## src/hss_pkg.sv

```systemverilog
// Shared constants and carrier types of the heat-seal supervisory block.
// Assumes a single 20 MHz clock; time figures are converted to cycle counts here.
package hss_pkg;
    localparam int CLK_HZ = 20000000;
    localparam int TEMP_W = 10;
    localparam int CNT_W = 30;
    // ----
    // Register map and field positions
    // ----
    localparam logic [7:0] REG_CTRL = 8'h00;
    localparam logic [7:0] REG_SETPOINT = 8'h04;
    localparam logic [7:0] REG_WARM_SP = 8'h08;
    localparam logic [7:0] REG_TOL_LOW = 8'h0C;
    localparam logic [7:0] REG_TOL_HIGH = 8'h10;
    localparam logic [7:0] REG_STATUS = 8'h14;
    localparam logic [7:0] REG_COUNT = 8'h18;
    localparam logic [7:0] REG_DISPLAY = 8'h1C;
    localparam int CTRL_TIMED = 0;
    localparam int CTRL_HOLD = 1;
    localparam int CTRL_AUX = 3;
    // ----
    // Reset values and limits
    // ----
    localparam logic [TEMP_W-1:0] MIN_HEAT_SP = 10'h028;
    localparam logic [TEMP_W-1:0] SETPOINT_RST = 10'h078;
    localparam logic [TEMP_W-1:0] WARM_SP_RST = 10'h000;
    localparam logic [TEMP_W-1:0] TOL_RST = 10'h00A;
    localparam logic [CNT_W-1:0] COUNT_MAX = 30'h3B9AC9FF;
    localparam logic [1:0] BRIGHT_RST = 2'h2;
    localparam logic [1:0] BRIGHT_MAX = 2'h3;
    // ----
    // Hold modes and pin indices of the synchronised inputs
    // ----
    typedef enum logic [1:0] {
        HSS_HOLD_OFF = 2'h0,
        HSS_HOLD_ON = 2'h1,
        HSS_HOLD_TIMED = 2'h2
    } hss_hold_t;
    localparam int NPIN = 9;
    localparam int P_START = 0;
    localparam int P_WARM = 1;
    localparam int P_RESET = 2;
    localparam int P_MANUAL = 3;
    localparam int P_MENU = 4;
    localparam int P_UP = 5;
    localparam int P_DOWN = 6;
    localparam int P_CONFIRM = 7;
    localparam int P_UNDERV = 8;
    // ----
    // Timing
    // ----
    localparam int HOLD_MS = 2000;
    localparam int BLANK_MS = 100;
    localparam int LOCK_PRESS_MS = 2000;
    localparam int LOCK_MSG_MS = 3000;
    localparam int NOTICE_MS = 5000;
    localparam int POWERUP_MS = 4000;
    localparam int HOLD_CYC = HOLD_MS * (CLK_HZ / 1000);
    localparam int BLANK_CYC = BLANK_MS * (CLK_HZ / 1000);
    localparam int LOCK_PRESS_CYC = LOCK_PRESS_MS * (CLK_HZ / 1000);
    localparam int LOCK_MSG_CYC = LOCK_MSG_MS * (CLK_HZ / 1000);
    localparam int NOTICE_CYC = NOTICE_MS * (CLK_HZ / 1000);
    localparam int POWERUP_CYC = POWERUP_MS * (CLK_HZ / 1000);
    // ----
    // Carriers
    // ----
    typedef struct packed {
        logic [7:0] addr;
        logic [31:0] wdata;
        logic wr;
        logic rd;
    } hss_bus_t;
    typedef struct packed {
        logic [TEMP_W-1:0] temp;
        logic [11:0] alarm_code;
        logic alarm_valid;
        logic calib_running;
        logic home_view;
        logic counter_view;
        logic config_open;
        logic cooling_done;
    } hss_meas_t;
endpackage : hss_pkg

```

## src/hss_supervisor.sv

```systemverilog
// Supervisory sequencing of a heat-sealing band controller: warm-hold gating,
// tolerance window, cycle counter, display hold, configuration lock, brightness,
// undervoltage standby and the timed-cycle timeout.
// Assumes one clock, pins arriving asynchronously, and measurement, alarm and
// menu information coming from logic on the same clock.
//
// Overview of operation
// RULE_01: warm-hold request regulates to warm-hold setpoint
// RULE_02: no warm-hold heating unless setpoint exceeds 40
// RULE_03: listed alarm plus request: relay on, no heat
// RULE_04: main heat cycle masks warm-hold request
// RULE_05: cycle-start ignored during zero calibration
// RULE_06: in-tolerance inside independently set window
// RULE_07: in-tolerance forced off while alarm signalled
// RULE_08: auxiliary relay follows tolerance when untimed
// RULE_09: count cycle-start activations, never manual heat
// RULE_10: counter clears on confirm or overflow
// RULE_11: hold off shows live temperature
// RULE_12: hold on shows value latched at phase end
// RULE_13: hold on shows live until first capture
// RULE_14: timed hold shows capture for 2 s
// RULE_15: bar and actual output always live; the code forces actual output to zero in standby
// RULE_16: hold indicator blanks 100 ms on refresh
// RULE_17: menu held 2 s at power-up toggles lock
// RULE_18: locked menu shows notice 5 s, rejects edits
// RULE_19: lock off by default, persists externally
// RULE_20: up/down step brightness, 75% default
// RULE_21: undervoltage standby stops cycles and measurement
// RULE_22: standby leaves alarm relay, actual output zero
// RULE_23: timed start launches timeout until cooling or reset
// RULE_24: untimed start regulates while input held
// RULE_25: window boundaries count as inside
//
// The register offsets and the plain strobed port are this design's own decisions.
`timescale 1ns/10ps
`default_nettype none
module hss_supervisor #(
    parameter int HOLD_CYCLES = hss_pkg::HOLD_CYC,
    parameter int BLANK_CYCLES = hss_pkg::BLANK_CYC,
    parameter int LOCK_PRESS_CYCLES = hss_pkg::LOCK_PRESS_CYC,
    parameter int LOCK_MSG_CYCLES = hss_pkg::LOCK_MSG_CYC,
    parameter int NOTICE_CYCLES = hss_pkg::NOTICE_CYC,
    parameter int POWERUP_CYCLES = hss_pkg::POWERUP_CYC
) (
    input wire logic clk,
    input wire logic reset_n,
    input wire logic clk_en,
    input wire hss_pkg::hss_bus_t bus,
    output logic [31:0] rdata,
    input wire logic [hss_pkg::NPIN-1:0] pins,
    input wire hss_pkg::hss_meas_t meas,
    input wire logic lock_saved,
    output logic heat_enable,
    output logic [hss_pkg::TEMP_W-1:0] heat_setpoint,
    output logic alarm_relay,
    output logic in_tolerance,
    output logic auxiliary_relay,
    output logic [hss_pkg::TEMP_W-1:0] actual_out,
    output logic [hss_pkg::TEMP_W-1:0] bar_value,
    output logic [hss_pkg::TEMP_W-1:0] display_value,
    output logic hold_indicator,
    output logic [1:0] brightness,
    output logic standby,
    output logic measure_enable,
    output logic timeout_active,
    output logic config_lock,
    output logic lock_message,
    output logic lock_notice
);
    import hss_pkg::*;

    typedef struct packed {
        logic [NPIN-1:0] s1;
        logic [NPIN-1:0] s2;
        logic [NPIN-1:0] s3;
        logic [NPIN-1:0] filt;
        logic [NPIN-1:0] prev;
        logic timed_en;
        logic [1:0] hold_mode;
        logic aux_follow;
        logic [TEMP_W-1:0] setpoint;
        logic [TEMP_W-1:0] warm_sp;
        logic [TEMP_W-1:0] tol_lo;
        logic [TEMP_W-1:0] tol_hi;
        logic main_prev;
        logic timeout_active;
        logic relay_latch;
        logic [CNT_W-1:0] count;
        logic [TEMP_W-1:0] held_temp;
        logic held_valid;
        logic [31:0] hold_cnt;
        logic [31:0] blank_cnt;
        logic [31:0] pwr_cnt;
        logic [31:0] menu_cnt;
        logic [31:0] msg_cnt;
        logic [31:0] notice_cnt;
        logic lock;
        logic lock_loaded;
        logic lock_done;
        logic [1:0] bright;
        logic heat_enable;
        logic [TEMP_W-1:0] heat_sp;
        logic alarm_relay;
        logic in_tol;
        logic aux_relay;
        logic [TEMP_W-1:0] actual_out;
        logic [TEMP_W-1:0] bar_value;
        logic [TEMP_W-1:0] disp_value;
        logic hold_ind;
        logic standby;
        logic [31:0] rdata;
    } hss_state_t;

    // ----
    // Helpers
    // ----
    // Alarm codes during which a heat request is refused and the relay pulled.
    function automatic logic hss_alarm_blocks(input logic [11:0] code);
        logic hit;
        hit = (code >= 12'h068 && code <= 12'h069)
            || (code >= 12'h06F && code <= 12'h071)
            || (code == 12'h0D3);
        return hit;
    endfunction : hss_alarm_blocks

    function automatic logic [31:0] hss_dec(input logic [31:0] v);
        return (v == 32'h0) ? 32'h0 : v - 32'h1;
    endfunction : hss_dec

    hss_state_t st;
    hss_state_t next_st;
    logic [NPIN-1:0] settled;
    logic [NPIN-1:0] rise;
    logic [NPIN-1:0] fall;

    // A pin counts as changed only once stages two and three agree.
    genvar gi;
    generate
        for (gi = 0; gi < NPIN; gi++) begin : g_pin
            assign settled[gi] = (st.s2[gi] == st.s3[gi]) ? st.s3[gi] : st.filt[gi];
            assign rise[gi] = st.filt[gi] & ~st.prev[gi];
            assign fall[gi] = ~st.filt[gi] & st.prev[gi];
        end
    endgenerate

    // ----
    // Next-state logic
    // ----
    always_comb begin
        logic uv;
        logic start_ok;
        logic main_cycle;
        logic blocked;
        logic warm_eff;
        logic in_win;
        logic showing_held;
        logic capture;
        logic [TEMP_W:0] lo_lim;
        logic [TEMP_W:0] hi_lim;
        logic [TEMP_W:0] t_ext;
        logic [31:0] rd_word;
        uv = st.filt[P_UNDERV];
        start_ok = st.filt[P_START] & ~meas.calib_running; // RULE_05
        blocked = meas.alarm_valid & hss_alarm_blocks(meas.alarm_code);
        next_st = st;
        next_st.s1 = pins;
        next_st.s2 = st.s1;
        next_st.s3 = st.s2;
        next_st.filt = settled;
        next_st.prev = st.filt;

        // Timed cycle: the timeout runs from the start edge to end of cooling.
        if (uv || rise[P_RESET] || meas.cooling_done || !st.timed_en) begin
            next_st.timeout_active = 1'b0; // RULE_23
        end else if (rise[P_START] && !meas.calib_running) begin
            next_st.timeout_active = 1'b1; // RULE_23
        end
        if (st.timed_en) begin
            main_cycle = st.timeout_active | st.filt[P_MANUAL];
        end else begin
            main_cycle = start_ok | st.filt[P_MANUAL]; // RULE_24
        end
        main_cycle = main_cycle & ~uv; // RULE_21
        warm_eff = st.filt[P_WARM] & ~main_cycle & ~uv; // RULE_04
        next_st.main_prev = main_cycle;

        // Heater drive.
        next_st.heat_enable = 1'b0;
        next_st.heat_sp = st.setpoint;
        if (!blocked && main_cycle && st.setpoint > MIN_HEAT_SP) begin
            next_st.heat_enable = 1'b1;
        end else if (!blocked && warm_eff && st.warm_sp > MIN_HEAT_SP) begin // RULE_02
            next_st.heat_enable = 1'b1; // RULE_01
            next_st.heat_sp = st.warm_sp;
        end

        // Alarm relay: a request during a listed alarm latches until it clears.
        if (!meas.alarm_valid) begin
            next_st.relay_latch = 1'b0;
        end else if (blocked && (rise[P_WARM] || rise[P_START])) begin
            next_st.relay_latch = 1'b1; // RULE_03
        end
        next_st.alarm_relay = ~uv & next_st.relay_latch; // RULE_22

        // Tolerance window, boundaries inclusive, limits clipped at zero.
        t_ext = {1'b0, meas.temp};
        lo_lim = (st.tol_lo > st.setpoint) ? '0 : {1'b0, st.setpoint - st.tol_lo};
        hi_lim = {1'b0, st.setpoint} + {1'b0, st.tol_hi};
        in_win = (t_ext >= lo_lim) && (t_ext <= hi_lim); // RULE_25
        next_st.in_tol = in_win & ~meas.alarm_valid; // RULE_06 RULE_07
        next_st.aux_relay = ~st.timed_en & st.aux_follow & next_st.in_tol; // RULE_08

        // Cycle counter.
        if (meas.counter_view && rise[P_CONFIRM]) begin
            next_st.count = '0; // RULE_10
        end else if (rise[P_START] && !meas.calib_running && !uv) begin
            next_st.count = (st.count == COUNT_MAX) ? '0 : st.count + 1'b1; // RULE_09 RULE_10
        end

        // Hold capture at the end of each heating phase.
        capture = st.main_prev & ~main_cycle;
        next_st.hold_cnt = hss_dec(st.hold_cnt);
        next_st.blank_cnt = hss_dec(st.blank_cnt);
        if (capture) begin
            next_st.held_temp = meas.temp; // RULE_12
            next_st.held_valid = 1'b1; // RULE_13
            next_st.hold_cnt = HOLD_CYCLES; // RULE_14
            next_st.blank_cnt = BLANK_CYCLES; // RULE_16
        end
        case (hss_hold_t'(st.hold_mode))
            HSS_HOLD_OFF: showing_held = 1'b0; // RULE_11
            HSS_HOLD_ON: showing_held = st.held_valid; // RULE_12 RULE_13
            HSS_HOLD_TIMED: showing_held = st.held_valid && st.hold_cnt != 32'h0; // RULE_14
            default: showing_held = 1'b0;
        endcase
        next_st.disp_value = showing_held ? st.held_temp : meas.temp;
        next_st.hold_ind = showing_held && st.blank_cnt == 32'h0; // RULE_16
        next_st.bar_value = meas.temp; // RULE_15
        next_st.actual_out = uv ? '0 : meas.temp; // RULE_15 RULE_22
        next_st.standby = uv; // RULE_21

        // Configuration lock: restored once after reset, toggled at power-up.
        next_st.lock_loaded = 1'b1;
        if (!st.lock_loaded) begin
            next_st.lock = lock_saved; // RULE_19
        end
        next_st.pwr_cnt = hss_dec(st.pwr_cnt);
        next_st.msg_cnt = hss_dec(st.msg_cnt);
        next_st.notice_cnt = hss_dec(st.notice_cnt);
        if (st.pwr_cnt != 32'h0 && st.filt[P_MENU] && !st.lock_done) begin
            next_st.menu_cnt = st.menu_cnt + 32'h1;
            if (st.menu_cnt + 32'h1 >= LOCK_PRESS_CYCLES) begin
                next_st.lock = ~st.lock; // RULE_17
                next_st.lock_done = 1'b1;
                next_st.msg_cnt = LOCK_MSG_CYCLES; // RULE_17
            end
        end else begin
            next_st.menu_cnt = 32'h0;
        end
        if (meas.config_open && st.lock) begin
            next_st.notice_cnt = NOTICE_CYCLES; // RULE_18
        end

        // Brightness steps in the home view.
        if (meas.home_view && rise[P_UP] && st.bright != BRIGHT_MAX) begin
            next_st.bright = st.bright + 2'h1; // RULE_20
        end else if (meas.home_view && rise[P_DOWN] && st.bright != 2'h0) begin
            next_st.bright = st.bright - 2'h1; // RULE_20
        end

        // Register writes; configuration edits are refused while locked.
        if (bus.wr && !st.lock) begin // RULE_18
            case (bus.addr)
                REG_CTRL: begin
                    next_st.timed_en = bus.wdata[CTRL_TIMED];
                    next_st.hold_mode = bus.wdata[CTRL_HOLD +: 2];
                    next_st.aux_follow = bus.wdata[CTRL_AUX];
                end
                REG_SETPOINT: next_st.setpoint = bus.wdata[TEMP_W-1:0];
                REG_WARM_SP: next_st.warm_sp = bus.wdata[TEMP_W-1:0];
                REG_TOL_LOW: next_st.tol_lo = bus.wdata[TEMP_W-1:0];
                REG_TOL_HIGH: next_st.tol_hi = bus.wdata[TEMP_W-1:0];
                default: ;
            endcase
        end
        rd_word = 32'h0;
        case (bus.addr)
            REG_CTRL: rd_word = {28'h0, st.aux_follow, st.hold_mode, st.timed_en};
            REG_SETPOINT: rd_word = {22'h0, st.setpoint};
            REG_WARM_SP: rd_word = {22'h0, st.warm_sp};
            REG_TOL_LOW: rd_word = {22'h0, st.tol_lo};
            REG_TOL_HIGH: rd_word = {22'h0, st.tol_hi};
            REG_STATUS: rd_word = {22'h0, st.bright, st.lock, st.standby, st.timeout_active,
                st.hold_ind, st.aux_relay, st.in_tol, st.alarm_relay, st.heat_enable};
            REG_COUNT: rd_word = {2'h0, st.count};
            REG_DISPLAY: rd_word = {22'h0, st.disp_value};
            default: rd_word = 32'h0;
        endcase
        next_st.rdata = bus.rd ? rd_word : 32'h0;
    end

    // ----
    // State register
    // ----
    always_ff @(posedge clk or negedge reset_n) begin
        if (!reset_n) begin
            st <= '0;
            st.setpoint <= SETPOINT_RST;
            st.warm_sp <= WARM_SP_RST;
            st.tol_lo <= TOL_RST;
            st.tol_hi <= TOL_RST;
            st.bright <= BRIGHT_RST; // RULE_20
            st.pwr_cnt <= POWERUP_CYCLES;
        end else if (clk_en) begin
            st <= next_st;
        end
    end

    assign rdata = st.rdata;
    assign heat_enable = st.heat_enable;
    assign heat_setpoint = st.heat_sp;
    assign alarm_relay = st.alarm_relay;
    assign in_tolerance = st.in_tol;
    assign auxiliary_relay = st.aux_relay;
    assign actual_out = st.actual_out;
    assign bar_value = st.bar_value;
    assign display_value = st.disp_value;
    assign hold_indicator = st.hold_ind;
    assign brightness = st.bright;
    assign standby = st.standby;
    assign measure_enable = ~st.standby; // RULE_21
    assign timeout_active = st.timeout_active;
    assign config_lock = st.lock;
    assign lock_message = st.msg_cnt != 32'h0;
    assign lock_notice = st.notice_cnt != 32'h0;
endmodule : hss_supervisor
`default_nettype wire
```

## config.mk

```make
export PLATFORM = sky130hd
export DESIGN_NAME = hss_supervisor
export DESIGN_NICKNAME = d
export VERILOG_FILES = /design/src/hss_pkg.sv /design/src/hss_supervisor.sv
export SDC_FILE = /design/constraint.sdc
export NUM_CORES = 1
export LEC_CHECK = 0
export BUFFER_PORTS_ARGS = -buffer_cell sky130_fd_sc_hd__clkbuf_2
export CAP_MARGIN = 40
export CORE_MARGIN = 2
export CORE_UTILIZATION = 55
export CTS_CLUSTER_DIAMETER = 120
export DETAILED_ROUTE_END_ITERATION = 16
export HOLD_SLACK_MARGIN = 0.06
export PLACE_DENSITY = 0.78
export REMOVE_ABC_BUFFERS = 1
export SYNTH_ARGS = -nofsm -noshare
export SYNTH_HDL_FRONTEND = slang
export SYNTH_SLANG_ARGS = --single-unit
```

## constraint.sdc

```tcl
create_clock -name clk -period 6 [get_ports clk]
set_input_delay 1.2 -clock clk [delete_from_list [all_inputs] [get_ports clk]]
set_output_delay 1.2 -clock clk [all_outputs]
set_load 0.1 [all_outputs]
```

**After elaboration in Yosys (flattened, before gate mapping)**

Cells that the tools add are included.

- Reduce and logical (&&, ||, !) cells: 66
- Mux-type cells: 32
- $add $sub $neg: 11
- Eq/ne operators: 21
- $lt $le $gt $ge: 10
- Bitwise operators: 31

Operator list:

| kind | number |
|---|---|
| 2-to-1 mux 32 bit | 10 |
| case mux 30 bit (8 select lines) | 1 |
| logical NOT 32 bit | 5 |
| subtractor 32 x 1 -> 32 bit (second input constant) | 5 |
| nonzero test 32 bit | 4 |
| 2-to-1 mux 30 bit | 3 |
| 2-to-1 mux 64 bit | 1 |
| 2-to-1 mux 10 bit | 4 |
| adder 32 x 1 -> 32 bit (second input constant) | 1 |
| == test 8 x 5 -> 1 bit (second input constant) | 4 |
| >= comparator 32 x 26 -> 1 bit (second input constant) | 1 |
| adder 30 x 1 -> 30 bit (second input constant) | 1 |
| == test 30 bit (second input constant) | 1 |
| AND reduction 2 bit | 13 |
| >= comparator 12 x 7 -> 1 bit (second input constant) | 2 |
| <= comparator 12 x 7 -> 1 bit (second input constant) | 2 |
| logical AND 1 bit | 21 |
| > comparator 10 x 6 -> 1 bit (second input constant) | 2 |
| AND reduction 3 bit | 6 |
| bitwise AND 1 bit | 16 |
| == test 8 x 4 -> 1 bit (second input constant) | 2 |
| inverter 1 bit | 13 |
| == test 12 x 8 -> 1 bit (second input constant) | 1 |
| adder 10 x 10 -> 11 bit | 1 |
| 20 further kinds | 51 |

- Output and inout bits: 85
- Bits in registers: 407
- Input bits: 83
- Logic and storage cells: 218

**Depth between registers and ports, before layout**

Gate-level depths: netlist (run 1).

- Word-level depth: 12
- Gate-level depth with buffers: 23
- Gate-level depth less buffers: 23

**Worst setup path after synthesis (run 1)**

No wires, ideal clock.

- Path kind: register to register
- From: register st[349] in the netlist's numbering
- To: register st, in the netlist in_tolerance
- Library setup time: 0.134 ns
- Data required time: 5.866 ns
- Clock period less this slack: 3.827 ns
- Buffers on the path: 0
- Stages on the path, launching flop included: 24
- Setup slack: 2.173 ns
- Data arrival time: 3.693 ns
- Path through: dfrtp_1 > inv_1 > ha_1 > inv_1 > fa_1 > nand2_1 > nand2_1 > a21oi_1 > o21bai_1 > a21oi_1 > o21ai_0 > a21oi_1 > o21bai_1 > nor2b_1 > ha_1 > nand2b_1 > a21o_1 > a21o_1 > a211oi_1 > o21bai_1 > a21oi_1 > o21ai_0 > o211ai_1 > o21ai_0

- Longest elaborated chain between the ends: 5
- Elaborated cells on any way between the ends: 8
- Classes of those cells: add/sub: 2; order compare: 3; mux: 1; bitwise: 1; reduce/logical: 1

RTL lines:

| what | RTL line | text |
|---|---|---|
| start: declaration | hss_supervisor.sv:130 | `hss_state_t st;` |
| start signal: assignment | hss_supervisor.sv:315 | `st <= next_st;` |
| subtractor 10 bit / > comparator 10 bit (equally long branches) | hss_supervisor.sv:207 | `lo_lim = (st.tol_lo > st.setpoint) ? '0 : {1'b0, st.setpoint - st.tol_lo};` |
| 2-to-1 mux 10 bit | hss_supervisor.sv:207 |  |
| >= comparator 10 bit | hss_supervisor.sv:209 | `in_win = (t_ext >= lo_lim) && (t_ext <= hi_lim);` |
| logical AND 1 bit * | hss_supervisor.sv:209 |  |
| bitwise AND 1 bit * | hss_supervisor.sv:210 | `next_st.in_tol = in_win & ~meas.alarm_valid;` |

Mark *: on every way between the ends. The rest lies on a longest branch, timed or not.
A chain may end at the register's enable or synchronous reset.

**Worst setup path in the final report (run 1)**

- From: register st[123] in the netlist's numbering
- To: output lock_message

- Longest elaborated chain between the ends: 1

RTL lines:

| what | RTL line | text |
|---|---|---|
| nonzero test 32 bit | hss_supervisor.sv:334 | `assign lock_message = st.msg_cnt != 32'h0;` |
| end: declaration | hss_supervisor.sv:67 | `output logic lock_message,` |

Every way passes these cells.

==> impl_metrics.toml, run 1 <==
[hold_path]
timing.hold.worst_path_depth = 1
min-delay-path-class = "reg2reg"
worst_hold_path.endpoint = "rdata[1]"
startpoint_of_the_worst_hold_path = "rdata[1]"

[finish]
multiInputGateArea_um2 = 10400
antenna_cells = 0
seqCellArea_um2 = 10100
syn_to_final_growth_pct = 9.74
final_nets = 2482
layout.filler_cells = 3170
stdcell_count = 2895
final_layout_size_suffix_gt1_share_pct = 15.9

[logic_synthesis]
post-synth-top-count-cell = "sky130_fd_sc_hd__dfrtp_1"
synth.top_cells.by_count = "sky130_fd_sc_hd__dfrtp_1, sky130_fd_sc_hd__nor2_1, sky130_fd_sc_hd__o21ai_0"
yosys.area.top_type = "sky130_fd_sc_hd__dfrtp_1"
synth_simple_gate_area_share_pct = 18.8
synth_async_sr_flop_share_pct = 100
yosys-mux-area-fraction_pct = 5.85
ys.flop_type = "sky130_fd_sc_hd__dfrtp_1"
netlist_area_pre_place_um2 = 21800
synthCells = 2304
post-synth-top-area-fraction_pct = 44.4
yosysWarnings = 0
synthAdderAreaFrac_pct = 3.17
yosysUniqueCellTypes = 76
synth_compound_gate_area_share_pct = 15.1
avgSynthCellArea_um2 = 9.45
ys_ff_latch = 403
sequential_share_of_the_synthesized_area_pct = 46.4
combinational_family_with_the_most_area_after_synthesis = "simple AND/OR/NAND/NOR gates"
synth_area_leaders = "sky130_fd_sc_hd__dfrtp_1, sky130_fd_sc_hd__mux2_2, sky130_fd_sc_hd__o21ai_0"
synth-edff-count = 0
post_synthesis_xor_xnor_area_fraction_pct = 4.59

[pwr]
power_per_cell_area_nw_per_um2 = 348
power.switching_fraction_pct = 34.1
power.static_leakage_nw = 10.6
combinationalPowerShare_pct = 23.2
total_power_mw = 8.32
clock_power_share_pct = 33.0
pint_mw = 5.48
worst_ir_drop_vdd_v = 0.000305
total_switching_power_mw = 2.83
share_seq_of_total_power_pct = 43.8

[timing]
rsz0062_at_grt = "false"
timing_max_transition_violations_final = 0
setup_viol = 0
worst-slew-pin-transition_ps = 963
maxSlewHeadroom_pct = 35.8
finalClockSkew_ps = 10.8
setup_tns_ps = 0
post-route-period-util_pct = 78.1
number_of_failing_hold_endpoints_at_the_final_stage = 0
min_period_ps = 4690
max_freq_mhz = 213

[clock_network]
cts_buf_count = 44
cts_max_level = 2
cts.sinks = 403
postCtsHoldBufs = 0
cts.root.buffer_cell = "sky130_fd_sc_hd__clkbuf_16"
clk-insertion-delay-late_ps = 570
cts.reportedPaths.clkPinSlew_ps = 60
post_cts.repair.setup_buffers = 0
maximum_count_of_clock_buffers_along_a_single_path = 3
cts_tree = "done"
cts-resized-gates = 0

[floorplan]
area_of_the_placeable_core_um2 = 38800
start_util_pct = 56.1
die_x_um = 203
floorplan.die.height_um = 203
fp.dieArea_um2 = 41200
core.rowCount = 72
number_of_placed_i_o_pins = 168

[flow_run]
maxCapViolCount = 0

[worst_setup_path]
r2r_slack_ps = 1550
r2r_cells = 23
crit_arrival_ps = 3490
rr_endpoint = "in_tolerance"
crit_path_end_kind = "output pin"
worst_setup_path_start_kind = "flip-flop"
reg2reg_from = "st[349]"
critical_path.max_fanout = 7
worstPathRequired_ps = 4800
critical_setup_path_class = "reg2out"

[drt]
antenna_left = 0
detail_route.first_pass.iterations = 6
drc = 0
drt_wl_total_um = 53800
viasPerCell = 6.13
detailroute.via_count = 17800
initialDrtViolationCount = 1387
wirelength_per_cell_um = 18.6

[grt]
grt_first_pass_wirelength_um = 88700
first_global_vias = 17600
grt_util_all_layers_pct = 26.2
pin_count_of_the_biggest_net_entering_global_routing = 125
grt_overflow = 0
antenna_violations_before_repair = 0

[place]
gpl.final_weighted_congestion = 0.955
placement.io_buffers = 143
dpl_cells = 2816
post-dp-hpwl_um = 36900

[run_status]
status = "complete, no violations"
-- how the worst max path moves through the flow --
stage                  from      endpoint  slack (ps)  cells after the start
floorplan           st[123]  lock_message        1850                      6
global placement    st[349]  in_tolerance        1680                     23
detailed placement  st[349]  in_tolerance        1610                     23
CTS                 st[123]  lock_message        1320                      7
global route        st[349]  in_tolerance        1100                     23
finish              st[123]  lock_message        1310                      7
-- per-stage QoR --
step | utilization (%) | area, µm² | hold WS [ps] | setup WS (ps)
floorplan | - | 20800 | 425 | 1850
global placement | 57.7 | 22400 | 444 | 1680
detailed placement | 57.8 | 22400 | 471 | 1610
CTS | 61.5 | 23900 | 484 | 1320
global route | 61.5 | 23900 | 501 | 1100
finish | 61.5 | 23900 | 482 | 1310
-- layout make-up --
type | count | area share (%)
clock buffer | 60 | 5.37
clock inverter | 18 | 0.754
inverter | 89 | 1.40
multi-input combinational | 1637 | 43.4
sequential | 403 | 42.3
tap | 518 | 2.71
timing repair buffer | 170 | 4.07
-- power groups by stage --
stage / registers (mW) / logic, mW / clock network [mW]
4_1_cts: 3.63 / 1.94 / 2.79
2_1_floorplan: 3.85 / 1.13 / 0
3_3_place_gp: 3.63 / 1.83 / 0
3_5_place_dp: 3.67 / 1.91 / 0
6_report: 3.64 / 1.93 / 2.74
5_1_grt: 3.71 / 2.14 / 2.90
-- metal layers --
metal | vias up | global-route usage, % | share of wire [%] | wire, µm
li1 | 8261 | - | - | -
met2 | 660 | 43.8 | 48 | 26000
met1 | 8690 | 33.8 | 41 | 22200
met3 | 143 | 4.72 | 6.8 | 3640
met4 | 0 | 10.9 | 3.5 | 1890
met5 | - | 0 | 0 | 0
-- registers in the layout, indices dropped and copies added (netlist names) --
register         flops
timeout_active       1
auxiliary_relay      1
heat_setpoint       10
brightness           2
config_lock          1
standby              1
rdata               30
heat_enable          1
alarm_relay          1
bar_value           10
hold_indicator       1
in_tolerance         1
display_value       10
actual_out          10
st                 296
next_st             27
-- cell usage in the layout, fill, tap and decap left out, types with 48 or more instances in the layout --
master	instances
sky130_fd_sc_hd__clkbuf_2	142
sky130_fd_sc_hd__inv_1	87
sky130_fd_sc_hd__mux2_2	90
sky130_fd_sc_hd__nand3_1	74
sky130_fd_sc_hd__a21oi_1	106
sky130_fd_sc_hd__nor2_1	230
sky130_fd_sc_hd__nor4_1	48
sky130_fd_sc_hd__nor3_1	87
sky130_fd_sc_hd__ha_1	52
sky130_fd_sc_hd__o21ai_0	186
sky130_fd_sc_hd__nand2_1	176
sky130_fd_sc_hd__dfrtp_1	386
sky130_fd_sc_hd__xnor2_1	67
-- cells by family after synthesis --
family                   after synthesis
AO/OA/AOI/OAI                        522
XOR/XNOR                             114
adder cells (fa/ha/maj)               54
buffers and inverters                265
flip-flops                           403
multiplexers                         116
other                                  1
AND/OR/NAND/NOR                      829
-- critical path, cell delays in order, from the launching register on --
cell and delay (ps):
sky130_fd_sc_hd__dfrtp_1 420, sky130_fd_sc_hd__or4_1 600, sky130_fd_sc_hd__or3_1 440, sky130_fd_sc_hd__or3_1 450, sky130_fd_sc_hd__nor2_1 240, sky130_fd_sc_hd__and4_1 280
sky130_fd_sc_hd__inv_2 100, sky130_fd_sc_hd__clkbuf_2 380
(Power assumes the default switching activity.)
==> run 2, diff against run 1 <==
--- a/config.mk
+++ b/config.mk
@@ -12,7 +12,7 @@
 export CTS_CLUSTER_DIAMETER = 120
 export DETAILED_ROUTE_END_ITERATION = 16
 export HOLD_SLACK_MARGIN = 0.06
-export PLACE_DENSITY = 0.78
+export PLACE_DENSITY = 0.81
 export REMOVE_ABC_BUFFERS = 1
 export SYNTH_ARGS = -nofsm -noshare
 export SYNTH_HDL_FRONTEND = slang
==> constraint.sdc (replaced) <==
create_clock -name clk -period 3.78 [get_ports clk]
set_input_delay 0.756 -clock clk [delete_from_list [all_inputs] [get_ports clk]]
set_output_delay 0.756 -clock clk [all_outputs]
set_load 0.1 [all_outputs]
==> run 2 against run 1 <==
Compared with the run above: the flow now finishes with violations (setup timing); global-route usage grew 0.32 points; critical path depth rose by 16; core utilization increased by 1.3 points; design area is 2.1% higher; final cell count rose by 2.1%; count of clock-buffer cells in the layout is 5 higher; setup slack got worse by 1400 ps; critical endpoint is now in_tolerance; largest cell class unchanged.
==> impl_metrics.toml, run 2 (synthesized netlist as in run 1, its figures left out) <==
[run_status]
status = "finished with violations"
violations = "setup timing"

[floorplan]
start_util_pct = 56.1
number_of_placed_i_o_pins = 168
area_of_the_placeable_core_um2 = 38800
core.rowCount = 72
die_x_um = 203
floorplan.die.height_um = 203
fp.dieArea_um2 = 41200

[worst_setup_path]
critical_path.max_fanout = 2
worst_setup_path_start_kind = "flip-flop"
worstPathRequired_ps = 4230
worst_path_max_delay_cell = "sky130_fd_sc_hd__fa_2"
worst-path-buf-inv = 2
crit_arrival_ps = 4290
crit_path_cell_trace = "inv_1 > ha_2 > inv_2 > fa_2 > nand2_1 > nand2_1 > a21oi_2 > o21bai_1 > a21oi_2 > o21ai_2 > a21oi_1 > o21bai_1 > nor2b_2 > ha_1 > nand2b_4 > a21o_1 > a21o_1 > a211oi_2 > o21bai_1 > a21oi_1 > o21ai_1 > o211ai_1 > o21ai_1"
crit_path_max_incr_delay_ps = 400
path_delay_family = "compound AO/OA/AOI/OAI gates"
critical_setup_path_class = "reg2reg"
crit_path_end_kind = "flip-flop"
crit_top_cell = "sky130_fd_sc_hd__o21bai_1"

[drt]
antenna_left = 0
drt_wl_total_um = 54600
viasPerCell = 6.12
detail_route.first_pass.iterations = 6
drc = 0
initialDrtViolationCount = 1669
detailroute.via_count = 18100
wirelength_per_cell_um = 18.5

[grt]
pin_count_of_the_biggest_net_entering_global_routing = 101
grt_first_pass_wirelength_um = 89500
first_global_vias = 17800
grt_overflow = 0
grt_util_all_layers_pct = 26.6
antenna_violations_before_repair = 2

[clock_network]
cts_buf_count = 44
cts.sinks = 403
cts.reportedPaths.clkPinSlew_ps = 60
cts_max_level = 2
cts_tree = "done"
cts.root.buffer_cell = "sky130_fd_sc_hd__clkbuf_16"
clk-insertion-delay-late_ps = 570
maximum_count_of_clock_buffers_along_a_single_path = 3

[timing]
setup_viol = 2
number_of_failing_hold_endpoints_at_the_final_stage = 0
min_period_ps = 3840
worst-slew-pin-transition_ps = 856
post-route-period-util_pct = 102
finalClockSkew_ps = 17.5
setup_slack_ps = -63.9
timing_max_transition_violations_final = 0
whs_ps = 240
max_freq_mhz = 260
rsz0062_at_grt = "true"
maxSlewHeadroom_pct = 42.8

[pwr]
worst_ir_drop_vdd_v = 0.000492
power.static_leakage_nw = 10.9
power_per_cell_area_nw_per_um2 = 548

[finish]
final_nets = 2537
layout.cells.most_common = "sky130_fd_sc_hd__dfrtp_1"
syn_to_final_growth_pct = 12.0
final_cell_mix = "sky130_fd_sc_hd__dfrtp_1, sky130_fd_sc_hd__nor2_1, sky130_fd_sc_hd__o21ai_0"
post-route-cell-area_um2 = 24400
registers.top_by_ff_count = "st"
largest_reg_flops = 296
layout.filler_cells = 3034
final_layout_size_suffix_gt1_share_pct = 18.2

[flow_run]
maxCapViolCount = 0

[place]
gpl.final_weighted_congestion = 0.949
detailed_place.area_um2 = 22800
placement.io_buffers = 143
post-dp-hpwl_um = 37800

[hold_path]
min-delay-path-class = "in2async"
## run 2: final cells by class
class | count | area [µm²] | area share, %
Timing Repair Buffer | 225 | 1420 | 5.80
Antenna cell | 1 | 2.50 | 0.0103
Sequential cell | 403 | 10100 | 41.4
Inverter | 89 | 338 | 1.38
Clock buffer | 65 | 1290 | 5.30
Clock inverter | 17 | 174 | 0.713
Tap cell | 518 | 648 | 2.66
Multi-Input combinational cell | 1637 | 10400 | 42.7
## run 2: power breakdown
part	total, mW	internal, mW	leakage (nW)	switching (mW)
clock network	4.33	2.58	0.728	1.76
logic	3.23	1.17	5.02	2.06
registers	5.80	5.06	5.11	0.740
total	13.4	8.81	10.9	4.55
## run 2: routing by layer
metal	part of all wire (%)	track usage, %
met5	0	0
met4	3.6	10.8
met3	6.8	4.56
met2	48	43.6
met1	42	35.2
## run 2: through the flow
step,instances,util [%],setup TNS (ps),setup WS (ps),power [mW]
after CTS,2946,62.6,0,15.6,13.3
after detailed placement,2863,58.7,-241,-146,8.93
final,2955,62.8,-110,-63.9,13.4
after floorplan,2129,-,-4300,-235,7.91
after global routing,2955,62.8,-626,-322,14.0
after global placement,2862,58.7,-31.4,-28.8,8.72
## run 2: final timing paths
kind / start / endpoint / cells past startpoint / slack [ps]
setup / recovery: st[349] / in_tolerance / 23 / -60
hold / removal: reset_n / st[215] / 1 / 240
setup reg to reg: st[349] / in_tolerance / 23 / -60
hold reg to reg: st[275] / st[275] / 1 / 480
max in group asynchronous: reset_n / brightness[1] / 2 / 2660
min in group clk: pins[1] / next_st[391] / 2 / 410
## run 2: timing repair
action / in CTS / in global routing
resized for setup: 7 / 13
setup endpoints to repair: 3 / 3
pin swaps: 2 / 21
hold buffers: 0 / 0
setup buffers: 1 / 8
